### src/rtl/sac_pkg.sv
// How it works
// - SAR conversion at 12, 10, 8 or 6 bits, chosen by software
// - channel selector covers 19 inputs: 16 pins, temperature, reference, half battery
// - results sit in 16-bit registers, left or right aligned
// - calibrate_start starts calibration, reads one while busy, hardware clears it
// - calibration factor kept and applied until converter powers off
// - calibration_reset_request clears the stored calibration factor
// - converter logic runs on the bus clock, stepped by a converter-rate enable pulse
// - converter_on low holds the converter in reset and powered down
// - regular group: three sequence registers, 4-bit length, up to 16
// - inserted group: one sequence register, 2-bit length, up to 4
// - single mode: one conversion per trigger, first regular or last inserted slot
// - regular done stores result, sets done flag, interrupts if enabled
// - inserted done stores result zero, sets both flags, interrupts if enabled
// - writing zero to a done flag clears it
// - start by software bit or selected hardware trigger with polarity
// - oversampler: ratio 2 to 256, right shift up to 15, 16-bit result
// - DMA request raised when a regular result is available
// - interrupts on regular done, inserted done and watchdog range events
package sac_pkg;
  localparam int unsigned SYS_HZ   = 50_000_000;
  localparam int unsigned CONV_HZ  = 12_500_000;       // converter clock rate
  localparam int unsigned CONV_DIV = SYS_HZ / CONV_HZ; // must stay at two or more
  localparam int unsigned AW       = 8;
  localparam logic [AW-1:0] A_STAT  = 8'h00, A_CTL0 = 8'h04, A_CTL1 = 8'h08,
                            A_SAMPT = 8'h0c, A_WDHI = 8'h10, A_WDLO = 8'h14,
                            A_RSEQ0 = 8'h18, A_RSEQ1 = 8'h1c, A_RSEQ2 = 8'h20,
                            A_ISEQ  = 8'h24, A_IRES0 = 8'h28, A_RRES = 8'h2c,
                            A_OVS   = 8'h30;
  // status flags
  localparam int F_WD = 0, F_DONE = 1, F_INS = 2;
  // control 0
  localparam int B_DONE_IE = 5, B_WD_IE = 6, B_INS_IE = 7;
  localparam logic [31:0] CTL0_MASK = 32'h0000_19e0;
  // control 1
  localparam int B_ON = 0, B_CAL = 2, B_CALRST = 3, B_DMA = 8, B_ALIGN = 11;
  localparam int ISEL_LO = 12, B_IEN = 15, RSEL_LO = 17, B_REN = 20;
  localparam int B_ISW = 21, B_RSW = 22, IPOL_LO = 24, RPOL_LO = 26;
  localparam logic [31:0] CTL1_MASK = 32'h0f1e_f903;
  // sequences
  localparam int SLOT_W = 5, RLEN_LO = 20, ILEN_LO = 20, ILAST_LO = 15;
  localparam logic [31:0] RSEQ0_MASK = 32'h00ff_ffff, RSEQ_MASK = 32'h3fff_ffff;
  localparam logic [31:0] ISEQ_MASK  = 32'h003f_ffff;
  // oversampler and resolution
  localparam int B_OVS_EN = 0, RATIO_LO = 2, SHIFT_LO = 5, RES_LO = 12;
  localparam logic [31:0] OVS_MASK = 32'h0000_31fd;
  localparam logic [11:0] WDHI_RST = 12'hfff;
  localparam logic [4:0]  CHAN_MAX = 5'h12;
  localparam logic [1:0]  G_REG = 2'h0, G_INS = 2'h1, G_CAL = 2'h2;
  typedef enum logic [1:0] {S_IDLE, S_SAMPLE, S_CONV, S_STORE} sac_state_t;
endpackage

### src/rtl/sac_top.sv
// Chosen here: the APB slave port and the address map.
`timescale 1ns/1ps
module sac_top (
  input  wire logic                      sys_clk_i,
  input  wire logic                      nrst_i,
  input  wire logic                      psel_i,
  input  wire logic                      penable_i,
  input  wire logic                      pwrite_i,
  input  wire logic [sac_pkg::AW-1:0]    paddr_i,
  input  wire logic [31:0]               pwdata_i,
  output logic      [31:0]               prdata_o,
  output logic                           pready_o,
  output logic                           pslverr_o,
  input  wire logic [7:0]                trig_i,
  input  wire logic                      sar_cmp_i,
  output logic      [4:0]                chan_sel_o,
  output logic                           sample_o,
  output logic      [11:0]               dac_code_o,
  output logic                           cal_mode_o,
  output logic                           power_down_o,
  output logic                           dma_req_o,
  output logic                           irq_o
);
  import sac_pkg::*;

  function automatic logic trig_hit(input logic [7:0] s, input logic [7:0] d,
                                    input logic [2:0] sel, input logic [1:0] pol);
    logic r;
    logic f;
    r = s[sel] & ~d[sel];
    f = ~s[sel] & d[sel];
    trig_hit = (pol[0] & r) | (pol[1] & f); // bit 0 rising, bit 1 falling
  endfunction

  // out-of-range slot codes fall back to input zero
  function automatic logic [4:0] chan_fix(input logic [4:0] c);
    chan_fix = (c > CHAN_MAX) ? 5'h00 : c;
  endfunction

  logic [31:0] ctl0, ctl1, rseq0, rseq1, rseq2, iseq, ovs;
  logic [7:0]  sampt;
  logic [11:0] wdhi, wdlo, cal_factor;
  logic [15:0] reg_res, ins_res0;
  logic        flag_wd, flag_done, flag_ins, cal_busy, ins_pend, reg_pend;
  logic [7:0]  trig_m, trig_s, trig_d;
  logic        cmp_m, cmp_s;
  logic [31:0] rd_val;
  logic        rd_ok;
  logic        wr, rd_acc, setup;
  logic        conv_on, tick, idle_tick, take_cal, take_ins, take_reg, cal_rst_p, cal_fin;
  logic [$clog2(CONV_DIV)-1:0] div_cnt;
  sac_state_t  st;
  logic [7:0]  scnt, ocnt;
  logic [11:0] code, corr, v;
  logic [3:0]  bidx, lsb_q;
  logic [1:0]  grp, done_grp;
  logic [19:0] acc, acc_n;
  logic        done_p, wd_q, ovs_last;
  logic [15:0] fin, ovs_val, algn;

  assign wr        = psel_i & penable_i & pwrite_i;
  assign rd_acc    = psel_i & penable_i & ~pwrite_i;
  assign setup     = psel_i & ~penable_i;
  assign pready_o  = 1'b1;                       // no wait states
  assign dac_code_o = code;                      // trial code comes straight from its flops
  assign conv_on   = ctl1[B_ON];
  assign cal_rst_p = wr & (paddr_i == A_CTL1) & pwdata_i[B_CALRST];
  assign cal_fin   = done_p & (done_grp == G_CAL);

  // two flops on every pin input; a third stage only for edge detect
  always_ff @(posedge sys_clk_i or negedge nrst_i) begin
    if (!nrst_i) begin
      trig_m <= 8'h00;
      trig_s <= 8'h00;
      trig_d <= 8'h00;
      cmp_m  <= 1'b0;
      cmp_s  <= 1'b0;
    end else begin
      trig_m <= trig_i;
      trig_s <= trig_m;
      trig_d <= trig_s;
      cmp_m  <= sar_cmp_i;
      cmp_s  <= cmp_m;
    end
  end

  // converter clock as an enable pulse from the bus clock
  always_ff @(posedge sys_clk_i or negedge nrst_i) begin
    if (!nrst_i) begin
      div_cnt <= '0;
    end else if (div_cnt == ($clog2(CONV_DIV))'(CONV_DIV - 1)) begin
      div_cnt <= '0;
    end else begin
      div_cnt <= div_cnt + 1'b1;
    end
  end
  assign tick = (div_cnt == ($clog2(CONV_DIV))'(CONV_DIV - 1));

  // software-written configuration
  always_ff @(posedge sys_clk_i or negedge nrst_i) begin
    if (!nrst_i) begin
      ctl0  <= 32'h0000_0000;
      ctl1  <= 32'h0000_0000;
      rseq0 <= 32'h0000_0000;
      rseq1 <= 32'h0000_0000;
      rseq2 <= 32'h0000_0000;
      iseq  <= 32'h0000_0000;
      ovs   <= 32'h0000_0000;
      sampt <= 8'h00;
      wdhi  <= WDHI_RST;
      wdlo  <= 12'h000;
    end else if (wr) begin
      case (paddr_i)
        A_CTL0:  ctl0  <= pwdata_i & CTL0_MASK;
        A_CTL1:  ctl1  <= pwdata_i & CTL1_MASK;
        A_RSEQ0: rseq0 <= pwdata_i & RSEQ0_MASK;   // length field here
        A_RSEQ1: rseq1 <= pwdata_i & RSEQ_MASK;
        A_RSEQ2: rseq2 <= pwdata_i & RSEQ_MASK;
        A_ISEQ:  iseq  <= pwdata_i & ISEQ_MASK;    // four slots and length
        A_OVS:   ovs   <= pwdata_i & OVS_MASK;
        A_SAMPT: sampt <= pwdata_i[7:0];
        A_WDHI:  wdhi  <= pwdata_i[11:0];
        A_WDLO:  wdlo  <= pwdata_i[11:0];
        default: ;
      endcase
    end
  end

  // calibration busy bit: software sets, hardware clears on finish
  always_ff @(posedge sys_clk_i or negedge nrst_i) begin
    if (!nrst_i) begin
      cal_busy <= 1'b0;
    end else if (!conv_on || cal_fin) begin
      cal_busy <= 1'b0;
    end else if (wr && paddr_i == A_CTL1 && pwdata_i[B_CAL]) begin
      cal_busy <= 1'b1;
    end
  end

  // factor lives until power-off or an explicit reset
  always_ff @(posedge sys_clk_i or negedge nrst_i) begin
    if (!nrst_i) begin
      cal_factor <= 12'h000;
    end else if (!conv_on || cal_rst_p) begin
      cal_factor <= 12'h000;
    end else if (cal_fin) begin
      cal_factor <= fin[11:0];
    end
  end

  // start requests: a new request in the take cycle stays pending
  always_ff @(posedge sys_clk_i or negedge nrst_i) begin
    if (!nrst_i) begin
      ins_pend <= 1'b0;
      reg_pend <= 1'b0;
    end else if (!conv_on) begin
      ins_pend <= 1'b0;
      reg_pend <= 1'b0;
    end else begin
      ins_pend <= (ins_pend & ~take_ins)
                | (wr && paddr_i == A_CTL1 && pwdata_i[B_ISW])
                | (ctl1[B_IEN] & trig_hit(trig_s, trig_d, ctl1[ISEL_LO +: 3],
                                          ctl1[IPOL_LO +: 2]));
      reg_pend <= (reg_pend & ~take_reg)
                | (wr && paddr_i == A_CTL1 && pwdata_i[B_RSW])
                | (ctl1[B_REN] & trig_hit(trig_s, trig_d, ctl1[RSEL_LO +: 3],
                                          ctl1[RPOL_LO +: 2]));
    end
  end

  // calibration first, then inserted, then regular; nothing starts while calibrating
  assign idle_tick = tick & conv_on & (st == S_IDLE);
  assign take_cal  = idle_tick & cal_busy;
  assign take_ins  = idle_tick & ~cal_busy & ins_pend;
  assign take_reg  = idle_tick & ~cal_busy & ~ins_pend & reg_pend;

  // corrected sample, reduced to the chosen resolution
  assign corr     = (code >= cal_factor) ? code - cal_factor : 12'h000;
  assign v        = (grp == G_CAL) ? code : (corr >> lsb_q);
  assign acc_n    = acc + {8'h00, v};
  assign ovs_last = (ocnt == 8'((9'h002 << ovs[RATIO_LO +: 3]) - 9'h001));
  assign ovs_val  = 16'(acc_n >> ovs[SHIFT_LO +: 4]);
  assign algn     = ctl1[B_ALIGN] ? ({4'h0, v} << (5'h04 + {1'b0, lsb_q}))
                                  : {4'h0, v};

  // sample and successive approximation, one step per converter tick
  always_ff @(posedge sys_clk_i or negedge nrst_i) begin
    if (!nrst_i) begin
      st         <= S_IDLE;
      scnt       <= 8'h00;
      code       <= 12'h000;
      bidx       <= 4'h0;
      lsb_q      <= 4'h0;
      grp        <= G_REG;
      acc        <= 20'h00000;
      ocnt       <= 8'h00;
      sample_o   <= 1'b0;
      chan_sel_o <= 5'h00;
      cal_mode_o <= 1'b0;
      done_p     <= 1'b0;
      done_grp   <= G_REG;
      fin        <= 16'h0000;
      wd_q       <= 1'b0;
    end else if (!conv_on) begin                 // held in reset
      st         <= S_IDLE;
      sample_o   <= 1'b0;
      cal_mode_o <= 1'b0;
      acc        <= 20'h00000;
      ocnt       <= 8'h00;
      done_p     <= 1'b0;
    end else begin
      done_p <= 1'b0;
      if (tick) begin
        case (st)
          S_IDLE: begin
            if (take_cal || take_ins || take_reg) begin    // one per trigger
              grp        <= take_cal ? G_CAL : (take_ins ? G_INS : G_REG);
              lsb_q      <= take_cal ? 4'h0 : {1'b0, ovs[RES_LO +: 2], 1'b0};
              chan_sel_o <= take_ins ? chan_fix(iseq[ILAST_LO +: SLOT_W])
                                     : chan_fix(rseq2[SLOT_W-1:0]);
              cal_mode_o <= take_cal;
              sample_o   <= 1'b1;
              scnt       <= sampt;
              st         <= S_SAMPLE;
            end
          end
          S_SAMPLE: begin
            if (scnt == 8'h00) begin
              sample_o <= 1'b0;
              code     <= 12'h800;
              bidx     <= 4'hb;
              st       <= S_CONV;
            end else begin
              scnt <= scnt - 8'h01;
            end
          end
          S_CONV: begin
            code[bidx] <= cmp_s;                 // keep the bit if input is above
            if (bidx == lsb_q) begin
              st <= S_STORE;
            end else begin
              code[bidx - 4'h1] <= 1'b1;
              bidx              <= bidx - 4'h1;
            end
          end
          S_STORE: begin
            if (ovs[B_OVS_EN] && grp != G_CAL && !ovs_last) begin
              acc      <= acc_n;
              ocnt     <= ocnt + 8'h01;
              sample_o <= 1'b1;
              scnt     <= sampt;
              st       <= S_SAMPLE;
            end else begin
              done_p     <= 1'b1;
              done_grp   <= grp;
              fin        <= (grp == G_CAL) ? {4'h0, code}
                          : (ovs[B_OVS_EN] ? ovs_val : algn);
              wd_q       <= (grp != G_CAL) && ((v > wdhi) || (v < wdlo));
              acc        <= 20'h00000;
              ocnt       <= 8'h00;
              cal_mode_o <= 1'b0;
              st         <= S_IDLE;
            end
          end
          default: st <= S_IDLE;
        endcase
      end
    end
  end

  // result registers
  always_ff @(posedge sys_clk_i or negedge nrst_i) begin
    if (!nrst_i) begin
      reg_res  <= 16'h0000;
      ins_res0 <= 16'h0000;
    end else if (done_p && done_grp == G_REG) begin
      reg_res <= fin;
    end else if (done_p && done_grp == G_INS) begin
      ins_res0 <= fin;
    end
  end

  // status flags: hardware set beats a software write of zero
  always_ff @(posedge sys_clk_i or negedge nrst_i) begin
    if (!nrst_i) begin
      flag_wd   <= 1'b0;
      flag_done <= 1'b0;
      flag_ins  <= 1'b0;
    end else begin
      flag_wd   <= (flag_wd & ~(wr && paddr_i == A_STAT && !pwdata_i[F_WD]))
                 | (done_p & wd_q);
      flag_done <= (flag_done & ~(wr && paddr_i == A_STAT && !pwdata_i[F_DONE]))
                 | (done_p & (done_grp != G_CAL));
      flag_ins  <= (flag_ins & ~(wr && paddr_i == A_STAT && !pwdata_i[F_INS]))
                 | (done_p & (done_grp == G_INS));
    end
  end

  // dma request held until the regular result is read; new result wins
  always_ff @(posedge sys_clk_i or negedge nrst_i) begin
    if (!nrst_i) begin
      dma_req_o <= 1'b0;
    end else begin
      dma_req_o <= (dma_req_o & ~(rd_acc && paddr_i == A_RRES))
                 | (done_p & (done_grp == G_REG) & ctl1[B_DMA]);
    end
  end

  // interrupt line and power-down pin
  always_ff @(posedge sys_clk_i or negedge nrst_i) begin
    if (!nrst_i) begin
      irq_o        <= 1'b0;
      power_down_o <= 1'b1;
    end else begin
      irq_o        <= (flag_done & ctl0[B_DONE_IE]) | (flag_ins & ctl0[B_INS_IE])
                    | (flag_wd & ctl0[B_WD_IE]);
      power_down_o <= ~conv_on;
    end
  end

  // read decode; live bits are merged into control 1
  always_comb begin
    rd_val = 32'h0000_0000;
    rd_ok  = 1'b1;
    case (paddr_i)
      A_STAT: begin
        rd_val[F_WD]   = flag_wd;
        rd_val[F_DONE] = flag_done;
        rd_val[F_INS]  = flag_ins;
      end
      A_CTL0: rd_val = ctl0;
      A_CTL1: begin
        rd_val        = ctl1;
        rd_val[B_CAL] = cal_busy;
        rd_val[B_ISW] = ins_pend;
        rd_val[B_RSW] = reg_pend;
      end
      A_SAMPT: rd_val = {24'h000000, sampt};
      A_WDHI:  rd_val = {20'h00000, wdhi};
      A_WDLO:  rd_val = {20'h00000, wdlo};
      A_RSEQ0: rd_val = rseq0;
      A_RSEQ1: rd_val = rseq1;
      A_RSEQ2: rd_val = rseq2;
      A_ISEQ:  rd_val = iseq;
      A_IRES0: rd_val = {16'h0000, ins_res0};
      A_RRES:  rd_val = {16'h0000, reg_res};
      A_OVS:   rd_val = ovs;
      default: rd_ok = 1'b0;
    endcase
  end

  // read data and error captured in the setup cycle so they come from flops
  always_ff @(posedge sys_clk_i or negedge nrst_i) begin
    if (!nrst_i) begin
      prdata_o  <= 32'h0000_0000;
      pslverr_o <= 1'b0;
    end else if (setup) begin
      prdata_o  <= pwrite_i ? 32'h0000_0000 : rd_val;
      pslverr_o <= ~rd_ok;
    end
  end
endmodule

### config.mk
export PLATFORM = sky130hd
export DESIGN_NAME = sac_top
export DESIGN_NICKNAME = d
export VERILOG_FILES = /design/src/rtl/sac_pkg.sv /design/src/rtl/sac_top.sv
export SDC_FILE = /design/constraint.sdc
export NUM_CORES = 1
export LEC_CHECK = 0
export BUFFER_PORTS_ARGS = -buffer_cell sky130_fd_sc_hd__buf_4
export CELL_PAD_IN_SITES_DETAIL_PLACEMENT = 1
export CELL_PAD_IN_SITES_GLOBAL_PLACEMENT = 1
export CORE_AREA = 2 2 208 210
export DETAILED_ROUTE_END_ITERATION = 16
export DIE_AREA = 0 0 210 212
export PLACE_DENSITY_LB_ADDON = 0.1
export SLEW_MARGIN = 20
export SYNTH_ARGS = -nofsm -noshare
export SYNTH_HDL_FRONTEND = slang
export SYNTH_SLANG_ARGS = --single-unit
### constraint.sdc
create_clock -name sys_clk_i -period 5.95 [get_ports sys_clk_i]
set_input_delay 1.785 -clock sys_clk_i [delete_from_list [all_inputs] [get_ports sys_clk_i]]
set_output_delay 1.785 -clock sys_clk_i [all_outputs]
set_load 0.02 [all_outputs]
==> flow_metrics.env, run 1 <==
export IMPL_outcome="finished clean"
export IMPL_cts_buffers=42
export IMPL_power_density_mw_per_mm2=417
export IMPL_post_cts_buffers=0
export IMPL_io_buffers=104
export IMPL_place_hpwl_um=49600
export IMPL_max_slew_margin_pct=23.1
export IMPL_yosysWarningCount=0
export IMPL_postRouteAntennaNets=0
export IMPL_synth_area_mm2=0.0205
export IMPL_fillers=4603
export IMPL_antenna_found_initial=1
export IMPL_worst_pin_slew_ns=1.15
export IMPL_finalHoldViolCount=0
export IMPL_postLayoutSetupSlackWorst_ns=0.253
export IMPL_drtIter0Drc=1464
export IMPL_drt_pass1_iterations=5
export IMPL_antenna_cells=0
export IMPL_startpoint_type="register"
export IMPL_root_buffer="clkbuf_16"
export IMPL_drv_slew=0
export IMPL_period_share_pct=95.7
export IMPL_cts_tree="done"
export IMPL_viasPerCell=6.42
export IMPL_grt_overflow=0
export IMPL_p_leak_nw=11.1
export IMPL_pre_cts_ws_ns=0.0746
export IMPL_htree_levels=2
export IMPL_initial_core_util_pct=48.2
export IMPL_core_area_mm2=0.0425
export IMPL_ys_seq_elements=367
export IMPL_grt_pass1_wl_um=109000
export IMPL_drc=0
export IMPL_wl_um=70300
export IMPL_synth_edff_count=0
export IMPL_synthArstFlopShare_pct=100
export IMPL_fmax_mhz=176
export IMPL_grt_max_degree=110
export IMPL_critPathMaxFanout=7
export IMPL_utilization_pct=55.7
export IMPL_critical_path_class="register to register"
export IMPL_rsz0062_at_grt="true"
export IMPL_die_h_um=212
export IMPL_clk_pin_slew_ns=0.06
export IMPL_die_area_mm2=0.0445
export IMPL_grt_pass1_vias=18100
export IMPL_hold_buffers=0
export IMPL_post_route_min_period_ns=5.70
export IMPL_pin_count=110
export IMPL_rrSetupSlack_ns=0.25
export IMPL_max_vdd_ir_drop_uv=298
export IMPL_cap_viol_max_count=0
export IMPL_die_x_um=210
export IMPL_setup_viol=0
export IMPL_ys_seq_area_share_pct=44.9
export IMPL_place_gp_congestion=0.901
export IMPL_vias=17100
export IMPL_clock_skew_ns=0.0181
export IMPL_drive_gt1_share_pct=25.7
export IMPL_layout_area_overhead_vs_synth_pct=15.4
export IMPL_fp_row_count=76
export IMPL_grtUsageTotal_pct=32.1
export IMPL_fin_nets=2206
export IMPL_crit_path_end_kind="register"
export IMPL_clock_sinks=367
export IMPL_synth_cells=1968
export IMPL_synth_area_per_cell_um2=10.4
export IMPL_synth_cell_types=99
export IMPL_arrival_ns=6.17
export IMPL_required_ns=6.43
export IMPL_clk_latency_ns=0.58
export IMPL_cts_resized=0
export IMPL_clock_path_buffers=3
export IMPL_synth_flop_cell="dfrtp_1"
export IMPL_hp_class="register to register"
export IMPL_wl_per_cell_um=26.4
## state kept, by name, indices dropped and copies added, names as in the netlist, 8 cells and up
register,flops
prdata_o,30
rseq1,30
rseq2,30
rseq0,24
iseq,22
acc,20
ctl1,16
fin,16
ins_res0,16
reg_res,16
cal_factor,12
dac_code_o,12
wdhi,12
wdlo,12
ovs,10
ocnt,8
sampt,8
scnt,8
trig_d,8
trig_m,8
trig_s,8
## layer usage
layer / share of wire [%] / vias up / GRT usage, % / routed length, um
met5: 0 / - / 0 / 0
met4: 3.1 / 0 / 11.3 / 2150
met3: 6.1 / 137 / 5.66 / 4320
met1: 44 / 8920 / 43.5 / 30600
met2: 47 / 480 / 52.0 / 33200
li1: - / 7554 / - / -
## kinds of logic after synthesis
group                    share of synthesized area, %
adder cells (fa/ha/maj)                          4.16
XOR/XNOR                                         1.67
AND/OR/NAND/NOR                                  10.8
multiplexers                                     14.4
other                                          0.0366
AO/OA/AOI/OAI                                    20.3
flip-flops                                       44.9
buffers and inverters                            3.84
## area by class of cell
cell class | instances | area, um^2 | area share [%]
Inverter | 78 | 293 | 1.24
Clock inverter | 14 | 150 | 0.634
Timing Repair Buffer | 191 | 1480 | 6.25
Tap cell | 546 | 683 | 2.89
Sequential cell | 367 | 9200 | 38.9
Clock buffer | 63 | 1240 | 5.24
Multi-Input combinational cell | 1405 | 10600 | 44.9
## synth_stat cells (all sizes together), types with 36 or more instances
cell type | count | area, um^2
dfrtp | 354 | 8860
o21ai | 117 | 597
buf | 40 | 198
mux2i | 36 | 360
nand3 | 41 | 205
nor2 | 109 | 409
inv | 77 | 289
ha | 65 | 813
a22oi | 45 | 338
a21oi | 88 | 459
a22o | 46 | 403
clkbuf | 79 | 298
mux2 | 201 | 2260
nand2 | 195 | 734
## path summary, 6_finish.rpt
check / from / end / cells after the start
hold reg to reg: trig_m[3] / trig_s[3] / 0
setup / recovery: dac_code_o[0] / fin[0] / 22
min in group asynchronous: nrst_i / cal_factor[1] / 1
setup reg to reg: dac_code_o[0] / fin[0] / 22
hold / removal: trig_m[3] / trig_s[3] / 0
max in group asynchronous: nrst_i / wdhi[5] / 2
## worst max-delay path, cell delays in order (launching register included)
cell	delay, ns
dfrtp_2	0.41
inv_1	0.12
ha_1	0.24
fa_1	0.40
nand2b_1	0.22
a21boi_2	0.29
o221ai_1	0.17
a211oi_1	0.31
buf_4	0.23
a21oi_1	0.10
a211o_1	0.33
nand2_1	0.24
ha_2	0.39
a21oi_4	0.18
o31ai_4	0.15
o211a_1	0.24
o211ai_1	0.32
buf_4	0.19
mux2i_1	0.09
mux2_2	0.32
a211oi_2	0.28
nand2_1	0.12
a21oi_2	0.24
## cells in the final DEF (no fill, tap or decap), types with 20 or more instances in the layout
cell	instances
nor2_1	104
ha_1	64
and3_1	20
a221oi_1	27
buf_4	187
nand2_1	191
inv_1	75
nor3_1	26
xor2_1	20
mux2i_1	35
dfrtp_1	353
mux2_2	201
o21ai_0	106
a22o_1	46
clkbuf_16	42
a31oi_1	26
a21o_1	34
nand3_1	40
a21oi_1	83
a22oi_1	45
## stage by stage
stage	area, um^2	TNS [ns]	total power, mW	cells	hold slack, ns
6_report	23700	0	9.88	2664	0.350
5_1_grt	23700	-0.00713	10.5	2664	0.355
4_1_cts	23600	0	9.82	2664	0.351
3_5_place_dp	22200	0	7.17	2587	0.337
3_3_place_gp	22200	0	7.03	2587	0.336
2_1_floorplan	20500	0	5.54	1969	0.331
## where the power goes
group          switching, mW  internal (mW)  total, mW
clock                   1.11           1.50       2.61
sequential             0.245           2.68       2.92
combinational           2.60           1.75       4.35
total                   3.96           5.92       9.88
Power figures use the tool's default switching activity.
==> inputs of run 2 (changes only) <==
Settings changed: CORE_AREA 2 2 208 210 to 2 2 246 248, CTS_BUF_LIST from default to sky130_fd_sc_hd__clkbuf_4, DIE_AREA 0 0 210 212 to 0 0 248 250.
==> run 2 against run 1 <==
Design area is 0.85% higher. Register-to-register slack better by 0.05 ns. Largest power group unchanged. Total power is 2.1% lower. Worst setup slack better by 0.051 ns. Highest routed layer unchanged. Routed wire length is 3.6% higher. Critical path depth is 1 lower. Global-route usage is 8.4 points lower.
==> flow_metrics.env, run 2 (synthesis gave the netlist of run 1 again) <==
export IMPL_hp_class="register to register"
export IMPL_crit_chain="inv_1 -> ha_1 -> fa_1 -> nand2b_1 -> a211o_1 -> a211oi_1 -> a211oi_1 -> buf_4 -> a21oi_1 -> a211o_1 -> nand2_1 -> ha_1 -> nand2_2 -> o31ai_4 -> o211a_4 -> o211ai_4 -> xnor2_1 -> mux4_2 -> a221oi_1 -> o21ai_1 -> o31a_1"
export IMPL_cap_viol_max_count=0
export IMPL_crit_path_end_kind="register"
export IMPL_clk_pin_slew_ns=0.06
export IMPL_fin_tns_setup_ns=0
export IMPL_wl_um=72800
export IMPL_initial_core_util_pct=34.4
export IMPL_cts_tree="done"
export IMPL_hold_path_startpoint="trig_m[0]"
export IMPL_clock_sinks=367
export IMPL_arrival_ns=6.34
export IMPL_clk_latency_ns=0.86
export IMPL_postRouteAntennaNets=0
export IMPL_max_slew_margin_pct=28.1
export IMPL_top_regs="prdata_o: 30 flops, rseq1: 30 flops, rseq2: 30 flops"
export IMPL_outcome="finished clean"
export IMPL_finalHoldViolCount=0
export IMPL_rrSetupSlack_ns=0.30
export IMPL_die_area_mm2=0.0620
export IMPL_pin_count=110
export IMPL_worstSetupPathDepth=21
export IMPL_max_stage_delay_ns=0.53
export IMPL_place_hpwl_um=52300
export IMPL_drc=0
export IMPL_startpoint_type="register"
export IMPL_hold_end="trig_s[0]"
export IMPL_layout_area_overhead_vs_synth_pct=16.4
export IMPL_p_leak_nw=11.2
export IMPL_rsz0062_at_grt="false"
export IMPL_wl_per_cell_um=24.2
export IMPL_worstRegToRegCells=21
export IMPL_fmax_mhz=177
export IMPL_post_route_min_period_ns=5.65
export IMPL_max_vdd_ir_drop_uv=190
export IMPL_antenna_found_initial=3
export IMPL_vias=16900
export IMPL_drive_gt1_share_pct=28.4
export IMPL_path_delay_family="compound AO/OA/AOI/OAI gates"
export IMPL_required_ns=6.65
export IMPL_htree_levels=3
export IMPL_setup_viol=0
export IMPL_final_common_cell="dfrtp_1"
export IMPL_utilization_pct=40.1
export IMPL_die_x_um=248
export IMPL_total_power_mw=9.67
export IMPL_grt_pass1_wl_um=111000
export IMPL_critPathMaxFanout=7
export IMPL_root_buffer="clkbuf_4"
export IMPL_clock_path_buffers=3
export IMPL_crit_buf_inv=2
export IMPL_grt_pass1_vias=17900
export IMPL_timing_rr_start="dac_code_o[0]"
export IMPL_viasPerCell=5.63
export IMPL_clock_skew_ns=0.0675
export IMPL_die_h_um=250
export IMPL_fp_row_count=90
export IMPL_power_density_mw_per_mm2=405
export IMPL_io_buffers=104
export IMPL_grtUsageTotal_pct=23.7
export IMPL_final_cell_mix="dfrtp_1, mux2_2, nand2_1, buf_4, clkbuf_4"
export IMPL_grt_overflow=0
export IMPL_reg2reg_to="fin[15]"
export IMPL_min_path_cells=0
export IMPL_multi_input_area_mm2=0.0106
export IMPL_drtIter0Drc=1111
export IMPL_drt_pass1_iterations=5
export IMPL_place_gp_congestion=0.834
export IMPL_worst_pin_slew_ns=1.08
export IMPL_critical_path_class="register to register"
export IMPL_seq_area_mm2=0.00920
export IMPL_drv_slew=0
export IMPL_fillers=6649
export IMPL_cts_buffers=105
export IMPL_cp_slowest_cell="mux4_2"
export IMPL_fin_nets=2262
export IMPL_grt_max_degree=132
export IMPL_core_area_mm2=0.0596
export IMPL_period_share_pct=94.9
## run 2: changes by cell type in the layout (fill, tap and decap cells not counted), sizes merged
cell / delta
clkinvlp: -2
clkinv: +9
clkbuf: +100
inv: +2
diode: +1
buf: -7
## run 2: area by class of cell
cell class,instances,share of cell area [%]
tap,782,4.10
clock inverter,23,0.666
clock buffer,163,5.13
multi-input combinational,1405,44.4
timing repair buffer,184,5.98
sequential,367,38.5
inverter,78,1.23
antenna,1,0.0105
## run 2: how the worst max path moves through the flow
stage	startpoint	endpoint	slack, ns
finish	dac_code_o[0]	fin[15]	0.30
global route	dac_code_o[0]	fin[15]	0.02
CTS	dac_code_o[0]	fin[10]	0.13
detailed placement	dac_code_o[0]	fin[6]	0.19
global placement	dac_code_o[0]	fin[10]	0.26
floorplan	dac_code_o[0]	fin[4]	0.76
## run 2: what timing repair did
item                                    4_1_cts  5_1_grt
resized for setup                             0        6
buffers inserted                              0        0
hold buffers                                  0        0
endpoints found under the setup margin        0       15
## run 2: per-stage QoR
step | instance area [um^2] | worst slack (ns) | hold WS, ns | instances
CTS | 23800 | 0.133 | 0.352 | 3002
finish | 23900 | 0.304 | 0.349 | 3003
detailed placement | 22500 | 0.185 | 0.340 | 2816
floorplan | 20500 | 0.762 | 0.331 | 1969
global route | 23900 | 0.0155 | 0.359 | 3003
global placement | 22500 | 0.264 | 0.339 | 2816
## run 2: report_power, final
group	total (mW)	switching, mW	internal, mW	leakage [nW]
registers	2.92	0.250	2.67	4.93
clock network	2.45	1.16	1.29	0.824
logic	4.30	2.59	1.70	5.45
## run 2: worst reg2reg max path, delay by kind of cell (launching register included)
family / cells / cell delay, ns
buffers and inverters: 2 / 0.24
adders and majority gates: 3 / 1.11
AOI/OAI and AO/OA: 11 / 2.50
DFF: 1 / 0.35
xor gates and xnor gates: 1 / 0.18
muxes: 1 / 0.53
and+or+nand+nor: 3 / 0.58
## run 2: per-layer routing
metal / vias to the layer above / share of wire, % / GRT usage (%)
li1: 7725 / - / -
met1: 8690 / 46 / 32.9
met2: 365 / 46 / 36.4
met3: 113 / 5.1 / 4.83
met4: 0 / 2.7 / 8.21
met5: - / 0 / 0
